--- src/sapc_pkg.sv ---
// Purpose: shared constants and types for the converter control block
// Assumes: 10 MHz system clock, 14-bit result
// Notes: all pin inputs travel together as one packed bundle
package sapc_pkg;

    localparam int RES_W = 14;
    localparam int IDX_W = 4;
    localparam logic [IDX_W-1:0] MSB_IDX = 4'h000D;
    localparam logic [IDX_W-1:0] LSB_IDX = 4'h0000;
    localparam logic [IDX_W-1:0] SHIFT_LEN = 4'h000E;

    // timing: system clock period and the longest external clock high time
    localparam int CLK_PERIOD_NS = 100;
    localparam int EXT_HIGH_MAX_NS = 20000;
    localparam int EXT_IDLE_CYC = EXT_HIGH_MAX_NS / CLK_PERIOD_NS;
    localparam int IDLE_W = 8;
    localparam logic [IDLE_W-1:0] EXT_IDLE_LIM = IDLE_W'(EXT_IDLE_CYC);

    // register bus
    localparam int ADDR_W = 4;
    localparam int DATA_W = 16;
    localparam logic [ADDR_W-1:0] ADDR_STATUS = 4'h0000;
    localparam logic [ADDR_W-1:0] ADDR_MASK = 4'h0004;
    localparam logic [ADDR_W-1:0] ADDR_STATE = 4'h0008;
    localparam logic [ADDR_W-1:0] ADDR_RESULT = 4'h000C;

    // sticky event bits
    localparam int EV_W = 3;
    localparam int EV_DONE = 0;
    localparam int EV_IGNORED = 1;
    localparam int EV_WAKE = 2;
    localparam logic [EV_W-1:0] MASK_RESET = 3'h0000;

    // reset values of the pin-facing flops
    localparam logic [RES_W-1:0] RES_ZERO = 14'h0000;
    localparam logic BUSY_IDLE = 1'b1;

    typedef enum logic [1:0] {ST_IDLE, ST_CONV, ST_DOWN} sapc_state_t;

    // pin bundle passed through the synchroniser
    typedef struct packed {
        logic start_n;
        logic power_down_n;
        logic read_n;
        logic ext_clk;
        logic shift_clk;
        logic comp;
    } sapc_pins_t;

    localparam int PINS_W = $bits(sapc_pins_t);
    localparam sapc_pins_t PINS_IDLE = 6'h003E;

endpackage : sapc_pkg

--- src/sapc_sync.sv ---
// Purpose: two-flop synchroniser for a bundle of asynchronous pins
// Assumes: every bit is an independent level
// Notes: the first stage is read only by the second stage
`timescale 1ns/100ps
module sapc_sync (
    input wire logic clock, // system clock
    input wire logic sys_rst, // async reset, active high
    input wire sapc_pkg::sapc_pins_t pins_in, // raw pin levels
    output sapc_pkg::sapc_pins_t pins_out // synchronised levels
);
    import sapc_pkg::*;

    logic [PINS_W-1:0] stage1_q;
    logic [PINS_W-1:0] stage2_q;

    // one synchroniser per pin bit
    genvar gi;
    generate
        for (gi = 0; gi < PINS_W; gi++) begin : g_bit
            always_ff @(posedge clock or posedge sys_rst) begin
                if (sys_rst) begin
                    stage1_q[gi] <= PINS_IDLE[gi];
                    stage2_q[gi] <= PINS_IDLE[gi];
                end else begin
                    stage1_q[gi] <= pins_in[gi];
                    stage2_q[gi] <= stage1_q[gi];
                end
            end
        end
    endgenerate

    assign pins_out = stage2_q;

endmodule : sapc_sync

--- src/sapc_top.sv ---
// Purpose: control and serial readout of a 14-bit successive-approximation converter
// Assumes: all pins asynchronous to clock; comparator decision arrives on comp_in
// Notes: shift and conversion clocks are sampled, so they must stay well below 5 MHz
//
// Functional notes
// - falling conversion start begins a conversion
// - busy low during conversion, high otherwise
// - start edges ignored while converting
// - bit-decision register cleared at conversion start
// - resolve fourteen bits, MSB down to LSB
// - external clock held high selects internal clock
// - active conversion clock mirrored on output pin
// - result shifted out serially on shift clock
// - data driven only while read is low
// - power down while power-down input low
// - read level at power-down picks light or deep
// - output updates after falling shift clock edge
//
// Decided for this implementation: the address map and strobed register access.
`timescale 1ns/100ps
module sapc_top (
    input wire logic clock, // system clock, 10 MHz
    input wire logic sys_rst, // async reset, active high
    input wire logic conversion_start_n, // start pin, falling edge starts
    input wire logic power_down_n, // shutdown pin, low = power down
    input wire logic read_n, // read pin, low enables data output
    input wire logic ext_conv_clock_in, // external conversion clock or static high
    input wire logic shift_clock, // host shift clock
    input wire logic comp_in, // comparator decision, high keeps the trial bit
    input wire logic [sapc_pkg::ADDR_W-1:0] reg_addr, // register address
    input wire logic [sapc_pkg::DATA_W-1:0] reg_wdata, // register write data
    input wire logic reg_wr, // write strobe
    input wire logic reg_rd, // read strobe
    output logic [sapc_pkg::DATA_W-1:0] reg_rdata, // read data, cycle after strobe
    output logic busy_n, // low while converting
    output logic conv_clock_out, // conversion clock in use
    output logic data_out, // serial result bit
    output logic data_oe, // high while data_out is driven
    output logic [sapc_pkg::RES_W-1:0] dac_code, // code steering the capacitive DAC
    output logic low_power, // high in power down
    output logic irq // level interrupt
);
    import sapc_pkg::*;

    // raw pins, their synchronised levels and the previous synchronised sample
    sapc_pins_t raw_pins;
    sapc_pins_t pins_s;
    sapc_pins_t prev_q;

    assign raw_pins = '{start_n: conversion_start_n, power_down_n: power_down_n,
                        read_n: read_n, ext_clk: ext_conv_clock_in,
                        shift_clk: shift_clock, comp: comp_in};

    // every pin passes two flops before any logic reads it
    sapc_sync u_sync (
        .clock(clock),
        .sys_rst(sys_rst),
        .pins_in(raw_pins),
        .pins_out(pins_s)
    );

    // edge detection on synchronised pins only
    always_ff @(posedge clock or posedge sys_rst) begin
        if (sys_rst) begin
            prev_q <= PINS_IDLE;
        end else begin
            prev_q <= pins_s;
        end
    end

    // one-cycle edge strobes, built only from synchronised levels
    logic start_fall;
    logic sclk_fall;
    logic ext_rise;
    assign start_fall = prev_q.start_n & ~pins_s.start_n;
    assign sclk_fall = prev_q.shift_clk & ~pins_s.shift_clk;
    assign ext_rise = ~prev_q.ext_clk & pins_s.ext_clk;

    // conversion clock selection and internal divider
    logic [IDLE_W-1:0] idle_cnt_q, idle_cnt_d;
    logic int_clk_q, int_clk_d;
    logic conv_clk_q, conv_clk_d;
    logic ext_mode;
    logic conv_tick;
    logic sleep_q, sleep_d;
    sapc_state_t state_q, state_d;

    // a static high longer than the longest legal high phase means internal mode
    assign ext_mode = (idle_cnt_q < EXT_IDLE_LIM);
    assign conv_tick = ext_mode ? ext_rise : (int_clk_d & ~int_clk_q);

    // next values of the ext-idle counter and both conversion clocks
    always_comb begin
        idle_cnt_d = idle_cnt_q;
        if (!pins_s.ext_clk) begin
            idle_cnt_d = '0;
        end else if (idle_cnt_q < EXT_IDLE_LIM) begin
            idle_cnt_d = idle_cnt_q + 1'b1;
        end
        // deep shutdown stops the internal oscillator, light keeps it running
        int_clk_d = (state_q == ST_DOWN && sleep_q) ? 1'b0 : ~int_clk_q;
        conv_clk_d = ext_mode ? pins_s.ext_clk : int_clk_d;
    end

    // clock selection registers; reset starts in internal mode
    always_ff @(posedge clock or posedge sys_rst) begin
        if (sys_rst) begin
            idle_cnt_q <= EXT_IDLE_LIM;
            int_clk_q <= 1'b0;
            conv_clk_q <= 1'b0;
        end else begin
            idle_cnt_q <= idle_cnt_d;
            int_clk_q <= int_clk_d;
            conv_clk_q <= conv_clk_d;
        end
    end

    // conversion sequencer
    logic [RES_W-1:0] bdr_q, bdr_d;
    logic [RES_W-1:0] result_q, result_d;
    logic [IDX_W-1:0] idx_q, idx_d;
    logic busy_n_q, busy_n_d;
    logic [EV_W-1:0] ev_set;
    logic low_power_q, low_power_d;

    // next state of the conversion sequencer
    always_comb begin
        state_d = state_q;
        bdr_d = bdr_q;
        result_d = result_q;
        idx_d = idx_q;
        busy_n_d = busy_n_q;
        sleep_d = sleep_q;
        ev_set = '0;
        unique case (state_q)
            ST_IDLE: begin
                if (!pins_s.power_down_n) begin
                    state_d = ST_DOWN;
                    sleep_d = pins_s.read_n;
                end else if (start_fall) begin
                    state_d = ST_CONV;
                    bdr_d = RES_ZERO;
                    bdr_d[MSB_IDX] = 1'b1;
                    idx_d = MSB_IDX;
                    busy_n_d = 1'b0;
                end
            end
            ST_CONV: begin
                if (start_fall) begin
                    ev_set[EV_IGNORED] = 1'b1;
                end
                if (!pins_s.power_down_n) begin
                    // shutdown abandons the running conversion
                    state_d = ST_DOWN;
                    sleep_d = pins_s.read_n;
                    busy_n_d = BUSY_IDLE;
                end else if (conv_tick) begin
                    if (!pins_s.comp) begin
                        bdr_d[idx_q] = 1'b0;
                    end
                    if (idx_q == LSB_IDX) begin
                        state_d = ST_IDLE;
                        result_d = bdr_d;
                        busy_n_d = BUSY_IDLE;
                        ev_set[EV_DONE] = 1'b1;
                    end else begin
                        idx_d = idx_q - 1'b1;
                        bdr_d[idx_d] = 1'b1;
                    end
                end
            end
            ST_DOWN: begin
                if (pins_s.power_down_n) begin
                    state_d = ST_IDLE;
                    ev_set[EV_WAKE] = 1'b1;
                end
            end
            default: begin
                // an illegal state code falls back to idle with busy released
                state_d = ST_IDLE;
                busy_n_d = BUSY_IDLE;
            end
        endcase
        low_power_d = (state_d == ST_DOWN);
    end

    // sequencer registers
    always_ff @(posedge clock or posedge sys_rst) begin
        if (sys_rst) begin
            state_q <= ST_IDLE;
            bdr_q <= RES_ZERO;
            result_q <= RES_ZERO;
            idx_q <= MSB_IDX;
            busy_n_q <= BUSY_IDLE;
            sleep_q <= 1'b0;
            low_power_q <= 1'b0;
        end else begin
            state_q <= state_d;
            bdr_q <= bdr_d;
            result_q <= result_d;
            idx_q <= idx_d;
            busy_n_q <= busy_n_d;
            sleep_q <= sleep_d;
            low_power_q <= low_power_d;
        end
    end

    // serial readout, loaded at the end of each conversion
    logic [RES_W-1:0] shift_q, shift_d;
    logic [IDX_W-1:0] sent_q, sent_d;
    logic dout_q, dout_d;
    logic doe_q, doe_d;

    // next shift state; a load at conversion end outranks a shift
    always_comb begin
        shift_d = shift_q;
        sent_d = sent_q;
        if (ev_set[EV_DONE]) begin
            shift_d = result_d;
            sent_d = '0;
        end else if (sclk_fall && !pins_s.read_n && sent_q < SHIFT_LEN) begin
            shift_d = {shift_q[RES_W-2:0], 1'b0};
            sent_d = sent_q + 1'b1;
        end
        // data_out moves one edge after a detected fall, never before it
        dout_d = shift_d[MSB_IDX];
        doe_d = ~pins_s.read_n;
    end

    // readout registers
    always_ff @(posedge clock or posedge sys_rst) begin
        if (sys_rst) begin
            shift_q <= RES_ZERO;
            sent_q <= SHIFT_LEN;
            dout_q <= 1'b0;
            doe_q <= 1'b0;
        end else begin
            shift_q <= shift_d;
            sent_q <= sent_d;
            dout_q <= dout_d;
            doe_q <= doe_d;
        end
    end

    // register file: sticky status cleared by reading it, set wins over clear
    logic [EV_W-1:0] status_q, status_d;
    logic [EV_W-1:0] mask_q, mask_d;
    logic [DATA_W-1:0] rdata_q, rdata_d;
    logic irq_q, irq_d;

    // next register file contents and read data
    always_comb begin
        status_d = status_q;
        mask_d = mask_q;
        rdata_d = '0;
        if (reg_rd) begin
            unique case (reg_addr)
                ADDR_STATUS: begin
                    rdata_d = DATA_W'(status_q);
                    status_d = '0;
                end
                ADDR_MASK: rdata_d = DATA_W'(mask_q);
                ADDR_STATE: rdata_d = DATA_W'({sleep_q, state_q == ST_DOWN,
                                              ext_mode, ~busy_n_q});
                ADDR_RESULT: rdata_d = DATA_W'(result_q);
                default: rdata_d = '0;
            endcase
        end
        if (reg_wr && reg_addr == ADDR_MASK) begin
            mask_d = reg_wdata[EV_W-1:0];
        end
        // set wins: an event in the read cycle survives the clear
        status_d = status_d | ev_set;
        irq_d = |(status_d & mask_d);
    end

    // register file registers
    always_ff @(posedge clock or posedge sys_rst) begin
        if (sys_rst) begin
            status_q <= '0;
            mask_q <= MASK_RESET;
            rdata_q <= '0;
            irq_q <= 1'b0;
        end else begin
            status_q <= status_d;
            mask_q <= mask_d;
            rdata_q <= rdata_d;
            irq_q <= irq_d;
        end
    end

    // outputs straight from flops
    assign reg_rdata = rdata_q;
    assign busy_n = busy_n_q;
    assign conv_clock_out = conv_clk_q;
    assign data_out = dout_q;
    assign data_oe = doe_q;
    assign dac_code = bdr_q;
    assign low_power = low_power_q;
    assign irq = irq_q;

endmodule : sapc_top

--- config.mk ---
export PLATFORM = sky130hd
export DESIGN_NAME = sapc_top
export DESIGN_NICKNAME = d
export VERILOG_FILES = /design/src/sapc_pkg.sv /design/src/sapc_sync.sv /design/src/sapc_top.sv
export SDC_FILE = /design/constraint.sdc
export NUM_CORES = 1
export LEC_CHECK = 0
export ABC_AREA = 1
export BUFFER_PORTS_ARGS = -buffer_cell sky130_fd_sc_hd__buf_2
export CAP_MARGIN = 20
export CORE_MARGIN = 2
export CORE_UTILIZATION = 35
export DETAILED_ROUTE_END_ITERATION = 8
export HOLD_SLACK_MARGIN = 0.15
export PLACE_DENSITY_LB_ADDON = 0.12
export SYNTH_ARGS = -nofsm -noshare
export SYNTH_HDL_FRONTEND = slang
export SYNTH_SLANG_ARGS = --single-unit
--- constraint.sdc ---
create_clock -name clock -period 3 [get_ports clock]
set_input_delay 0.15 -clock clock [delete_from_list [all_inputs] [get_ports clock]]
set_output_delay 0.15 -clock clock [all_outputs]
set_load 0.01 [all_outputs]
==> results of run 1 <==
==> critical path: cells and delay by family, from the launching register on <==
| family | cells | cell delay (ns) |
|---|---|---|
| AOI/OAI and AO/OA | 1 | 0.06 |
| adders and majority gates | 1 | 0.27 |
| buffers and inverters | 2 | 0.40 |
| DFF | 1 | 0.39 |
| and+or+nand+nor | 3 | 1.00 |
==> worst max-delay path by stage <==
| stage | slack, ns | start | end | cells after the start |
|---|---|---|---|---|
| 2_1_floorplan | 0.21 | sys_rst | conv_clock_out | 1 |
| 3_3_place_gp | 0.75 | idx_q[0] | shift_q[0] | 7 |
| 3_5_place_dp | 0.72 | idx_q[0] | shift_q[0] | 7 |
| 4_1_cts | 0.72 | idx_q[0] | shift_q[0] | 7 |
| 5_1_grt | 0.49 | idx_q[0] | shift_q[0] | 7 |
| 6_report | 0.73 | idx_q[0] | shift_q[0] | 7 |
==> layout make-up <==
| class | count | area [sq um] |
|---|---|---|
| inverter | 69 | 262 |
| clock inverter | 4 | 22.5 |
| clock buffer | 12 | 246 |
| timing repair buffer | 64 | 383 |
| fill | 1359 | 7720 |
| multi-input combinational | 368 | 1810 |
| sequential | 102 | 2580 |
| tap | 176 | 220 |
==> cell usage in the layout, fill, tap and decap left out, types with 2 or more instances in the layout <==
master,synthesis,final
inv_1,63,62
nand2_1,163,163
nand3_1,44,44
nand2_4,4,4
o21ai_1,8,8
conb_1,1,2
buf_2,1,50
nand4_1,9,9
buf_4,2,3
dfrtp_1,79,79
and2_1,7,7
dlygate4sd3_1,0,11
nor2_1,43,43
nand2_2,4,4
o21a_1,2,2
nor3_1,6,6
nand3b_1,3,3
o21ai_0,30,30
nor2_4,2,2
clkbuf_16,0,9
clkinv_2,0,2
o21ai_2,4,4
dfstp_2,23,23
clkbuf_1,4,2
o22ai_1,6,6
nor2_2,2,2
a21oi_1,10,10
ha_1,7,7
inv_2,6,6
or2_2,2,2
==> sequential cells by signal, indices dropped and copies added (netlist names), 2 cells and up <==
| register | flops |
|---|---|
| result_q | 14 |
| mask_q | 3 |
| state_q | 2 |
| idx_q | 4 |
| status_q | 3 |
| u_sync.pins_out | 6 |
| u_sync.stage1_q | 6 |
| shift_q | 14 |
| idle_cnt_q | 8 |
| reg_rdata | 14 |
| sent_q | 4 |
| prev_q | 3 |
| dac_code | 14 |
==> logic make-up after synthesis <==
| logic type | synth area share [%] |
|---|---|
| AOI/OAI and AO/OA | 7.54 |
| xor gates and xnor gates | 0.368 |
| adders and majority gates | 1.84 |
| buffers and inverters | 7.83 |
| DFF | 54.2 |
| other | 0.0788 |
| and+or+nand+nor | 28.1 |
==> timing repair <==
item	4_1_cts	5_1_grt
gates resized for setup	0	0
hold buffers	11	0
hold endpoints to repair	70	0
==> where the power goes <==
group          leakage, nW  switching (mW)  internal (mW)
Clock                0.134           0.493          0.582
Combinational         1.45           0.331          0.182
Sequential            1.30           0.111           1.54
==> per-stage QoR <==
step,power [mW],hold slack [ns],cells,worst slack [ns],cell area [sq um]
after floorplan,2.04,0.154,553,0.213,4760
after global placement,2.17,0.256,768,0.748,5140
after detailed placement,2.18,0.256,768,0.724,5140
after CTS,3.29,0.191,795,0.717,5520
after global routing,3.45,0.207,795,0.492,5520
final,3.24,0.195,795,0.732,5520
==> layer usage <==
metal / global-route usage [%] / vias up / routed length (um)
li1: - / 1858 / -
met3: 4.95 / 10 / 509
met1: 22.2 / 1686 / 5330
met5: 0 / - / 0
met2: 23.1 / 76 / 4370
met4: 3.92 / 0 / 112
==> results.sh, run 1 <==
export IMPL_clock_latency_ns=0.35
export IMPL_r2r_start="idx_q[0]"
export IMPL_synth_common_cells="163 x nand2_1, 79 x dfrtp_1, 63 x inv_1"
export IMPL_r2r_slack_ns=0.73
export IMPL_relSlewSlack_pct=40.8
export IMPL_area_delta_synth_final_pct=16.1
export IMPL_reg2reg_depth=7
export IMPL_post_synth_top_area_cell="dfrtp_1"
export IMPL_layout_drive_gt1_share_pct=19.2
export IMPL_cts_buffers=9
export IMPL_grt_max_degree=75
export IMPL_core_area_sq_um=13200
export IMPL_path_cells="inv_1 > ha_1 > nand2_1 > inv_1 > nand4_4 > nor2_2 > a21oi_1"
export IMPL_postRouteAntennaNets=0
export IMPL_synthArstFlopShare_pct=100
export IMPL_path_max_fanout=46
export IMPL_vias=3630
export IMPL_io_pins=66
export IMPL_grt_usage_pct=15.6
export IMPL_crit_type="flip-flop to flip-flop"
export IMPL_synth_most_common_cell="nand2_1"
export IMPL_cellLeakagePower_nw=2.89
export IMPL_num_nets_final=651
export IMPL_utilization_pct=41.7
export IMPL_min_path_cells=4
export IMPL_drv_slew=0
export IMPL_arrival_ns=2.48
export IMPL_cts_num_sinks=102
export IMPL_vdd_drop_max_mv=0.261
export IMPL_synth_warnings=0
export IMPL_worst_path_max_delay_cell="nand4_4"
export IMPL_start_util_pct=35.9
export IMPL_drtIter0Drc=196
export IMPL_tightest_slew_ns=0.888
export IMPL_drcViolationCount=0
export IMPL_holdCritPathClass="input pin to flip-flop"
export IMPL_port_buffers=50
export IMPL_chipHeight_um=121
export IMPL_required_ns=3.21
export IMPL_fp_dieW_um=121
export IMPL_setup_tns_final_ns=0
export IMPL_maxCapViolCount=0
export IMPL_grt_pass1_vias=3559
export IMPL_worstHoldStart="reg_wr"
export IMPL_synth_edf_count=0
export IMPL_rsz0062_at_grt="false"
export IMPL_place_gp_congestion=0.884
export IMPL_reg2reg_to="shift_q[0]"
export IMPL_netlist_area_sq_um=4760
export IMPL_min_to="mask_q[1]"
export IMPL_via_per_inst=4.57
export IMPL_grt_pass1_wl_mm=17.7
export IMPL_ys_seq_elements=102
export IMPL_hold_viol=0
export IMPL_routedWlPerCell_um=13.0
export IMPL_wl_mm=10.3
export IMPL_synth_area_top_cells="dfrtp_1 42%, nand2_1 13%, dfstp_2 13%"
export IMPL_p_per_area_nw_per_um2=587
export IMPL_cpPeakStageDelay_ns=0.56
export IMPL_post_cts_setup_buffers=0
export IMPL_clkTransAtPathRegs_ns=0.07
export IMPL_status="finished, final reports clean"
export IMPL_root_buffer="clkbuf_16"
export IMPL_synth_top_cell_area_share_pct=41.5
export IMPL_grt_antenna_before_repair=0
export IMPL_h_tree_depth=3
export IMPL_cts_tree="yes"
export IMPL_fmax_mhz=441
export IMPL_setup_viol=0
export IMPL_ys_seq_area_share_pct=54.2
export IMPL_place_hpwl_mm=7.32
export IMPL_overflow=0
export IMPL_drt_pre_antenna_iters=4
export IMPL_clk_path_buf_depth=2
export IMPL_start_kind="flip-flop"
export IMPL_synth_cells=552
export IMPL_synth_flop_cell="dfrtp_1"
export IMPL_diodes=0
export IMPL_layout_min_cycle_time_ns=2.27
export IMPL_skew_ns=0.0107
export IMPL_rows=42
export IMPL_avgSynthCellArea_sq_um=8.62
export IMPL_worst_path_most_repeated_cell="inv_1"
export IMPL_period_share_pct=75.6
export IMPL_cp_end_kind="flip-flop"
export IMPL_synth_cell_types=38
export IMPL_fp_dieArea_sq_um=14500
Note: power is estimated with default switching activity, not from simulation.
==> run 2: changes to the inputs <==
- clock period: 3 -> 2.1 ns (I/O delays scaled with it)
==> run 2 against run 1 <==
Wire length up 0.92%. Clock-buffer cell count up 1. Utilization rose by 1.0 points. Critical path type unchanged.
==> results.sh, run 2 (synthesized netlist as in run 1, its figures left out) <==
export IMPL_status="finished, final reports clean"
export IMPL_grt_usage_pct=15.4
export IMPL_wl_mm=10.4
export IMPL_postRouteAntennaNets=0
export IMPL_clock_latency_ns=0.35
export IMPL_mostFrequentLayoutCells="163 x nand2_1, 79 x dfrtp_1, 62 x inv_1, 50 x buf_2, 44 x nand3_1"
export IMPL_crit_type="flip-flop to flip-flop"
export IMPL_hold_viol=0
export IMPL_setup_slack_ns=0.214
export IMPL_maxCapViolCount=0
export IMPL_holdCritPathClass="input pin to flip-flop"
export IMPL_fp_dieArea_sq_um=14500
export IMPL_dp_slack_ns=0.162
export IMPL_layout_min_cycle_time_ns=1.89
export IMPL_cts_tree="yes"
export IMPL_final_common_cell="nand2_1"
export IMPL_io_pins=66
export IMPL_grt_pass1_wl_mm=17.5
export IMPL_setup_viol=0
export IMPL_root_buffer="clkbuf_16"
export IMPL_critPathLaunch="idx_q[0]"
export IMPL_r2r_slack_ns=0.21
export IMPL_drt_pre_antenna_iters=5
export IMPL_required_ns=2.33
export IMPL_grt_pass1_vias=3490
export IMPL_chipHeight_um=121
export IMPL_r2r_start="idx_q[0]"
export IMPL_fp_dieW_um=121
export IMPL_diodes=0
export IMPL_skew_ns=0.00461
export IMPL_drv_slew=0
export IMPL_placed_area_sq_um=5260
export IMPL_cts_buffers=9
export IMPL_rows=42
export IMPL_vdd_drop_max_mv=0.395
export IMPL_cts_num_sinks=102
export IMPL_p_per_area_nw_per_um2=840
export IMPL_drtIter0Drc=175
export IMPL_holdWs_ns=0.154
export IMPL_rsz0062_at_grt="false"
export IMPL_min_to="mask_q[1]"
export IMPL_layout_drive_gt1_share_pct=20.6
export IMPL_h_tree_depth=3
export IMPL_post_cts_setup_buffers=0
export IMPL_period_share_pct=89.8
export IMPL_cp_end_kind="flip-flop"
export IMPL_core_area_sq_um=13200
export IMPL_drcViolationCount=0
export IMPL_overflow=0
export IMPL_reg2reg_to="result_q[7]"
export IMPL_tightest_slew_ns=0.672
export IMPL_grt_max_degree=40
export IMPL_final_cell_count_no_fill=803
export IMPL_worstHoldStart="reg_wr"
export IMPL_fmax_mhz=530
export IMPL_place_gp_congestion=0.879
export IMPL_path_max_fanout=25
export IMPL_vias=3715
export IMPL_area_delta_synth_final_pct=18.9
export IMPL_routedWlPerCell_um=13.0
export IMPL_place_inst=776
export IMPL_arrival_ns=2.12
export IMPL_start_kind="flip-flop"
export IMPL_place_hpwl_mm=7.61
export IMPL_start_util_pct=35.9
export IMPL_num_nets_final=659
export IMPL_reg2reg_depth=8
export IMPL_setup_tns_final_ns=0
export IMPL_clkTransAtPathRegs_ns=0.06
export IMPL_min_path_cells=4
export IMPL_cellLeakagePower_nw=2.95
export IMPL_via_per_inst=4.63
export IMPL_relSlewSlack_pct=55.1
export IMPL_port_buffers=50
export IMPL_grt_antenna_before_repair=0
export IMPL_clk_path_buf_depth=2
export IMPL_stdcell_area_sq_um=5660
-- run 2: cell types whose count changed in the layout (fill, tap and decap cells not counted), sizes merged --
cell / delta
clkinv: -2
buf: +8
clkinvlp: +2
clkbuf: +1
inv: -1
-- run 2: area by class of cell --
type	instances	area (sq um)
timing repair buffer	72	493
fill	1352	7580
inverter	69	263
multi-input combinational	368	1810
tap	176	220
clock buffer	13	272
clock inverter	3	17.5
sequential	102	2580
-- run 2: repair_timing --
item | 4_1_cts | 5_1_grt
setup endpoints to repair | 0 | 4
endpoints found under the hold margin | 39 | 0
resized for setup | 0 | 1
hold buffers | 11 | 0
-- run 2: worst max path at each step --
| stage | end | slack (ns) |
|---|---|---|
| 2_1_floorplan | dac_code[2] | 0.37 |
| 3_3_place_gp | result_q[7] | 0.22 |
| 3_5_place_dp | result_q[7] | 0.16 |
| 4_1_cts | result_q[7] | 0.15 |
| 5_1_grt | shift_q[8] | 0.06 |
| 6_report | result_q[7] | 0.21 |
-- run 2: where the power goes --
group          total (mW)  leakage, nW  internal, mW  switching (mW)
registers            2.36         1.30          2.21           0.153
logic               0.764         1.51         0.289           0.475
clock network        1.63        0.141         0.906           0.723
total                4.75         2.95          3.40            1.35
-- run 2: critical path, cell delays in order (launching register included) --
cell and delay [ns]:
dfstp_2 0.39, inv_1 0.16, ha_2 0.25, nand2_1 0.08, inv_1 0.18, nand4_4 0.26
buf_12 0.25, nor2_1 0.13, a21oi_1 0.05
-- run 2: metrics by stage --
| step | total power, mW | utilization (%) |
|---|---|---|
| floorplan | 2.91 | - |
| global placement | 3.13 | 39.7 |
| detailed placement | 3.15 | 39.7 |
| CTS | 4.82 | 42.7 |
| global route | 5.04 | 42.7 |
| finish | 4.75 | 42.7 |
-- run 2: metal layers --
| layer | GRT usage [%] | part of all wire [%] | vias to the layer above |
|---|---|---|---|
| li1 | - | - | 1877 |
| met1 | 22.6 | 51 | 1732 |
| met2 | 21.9 | 43 | 96 |
| met3 | 3.30 | 5.1 | 10 |
| met4 | 6.54 | 1.4 | 0 |
| met5 | 0 | 0 | - |
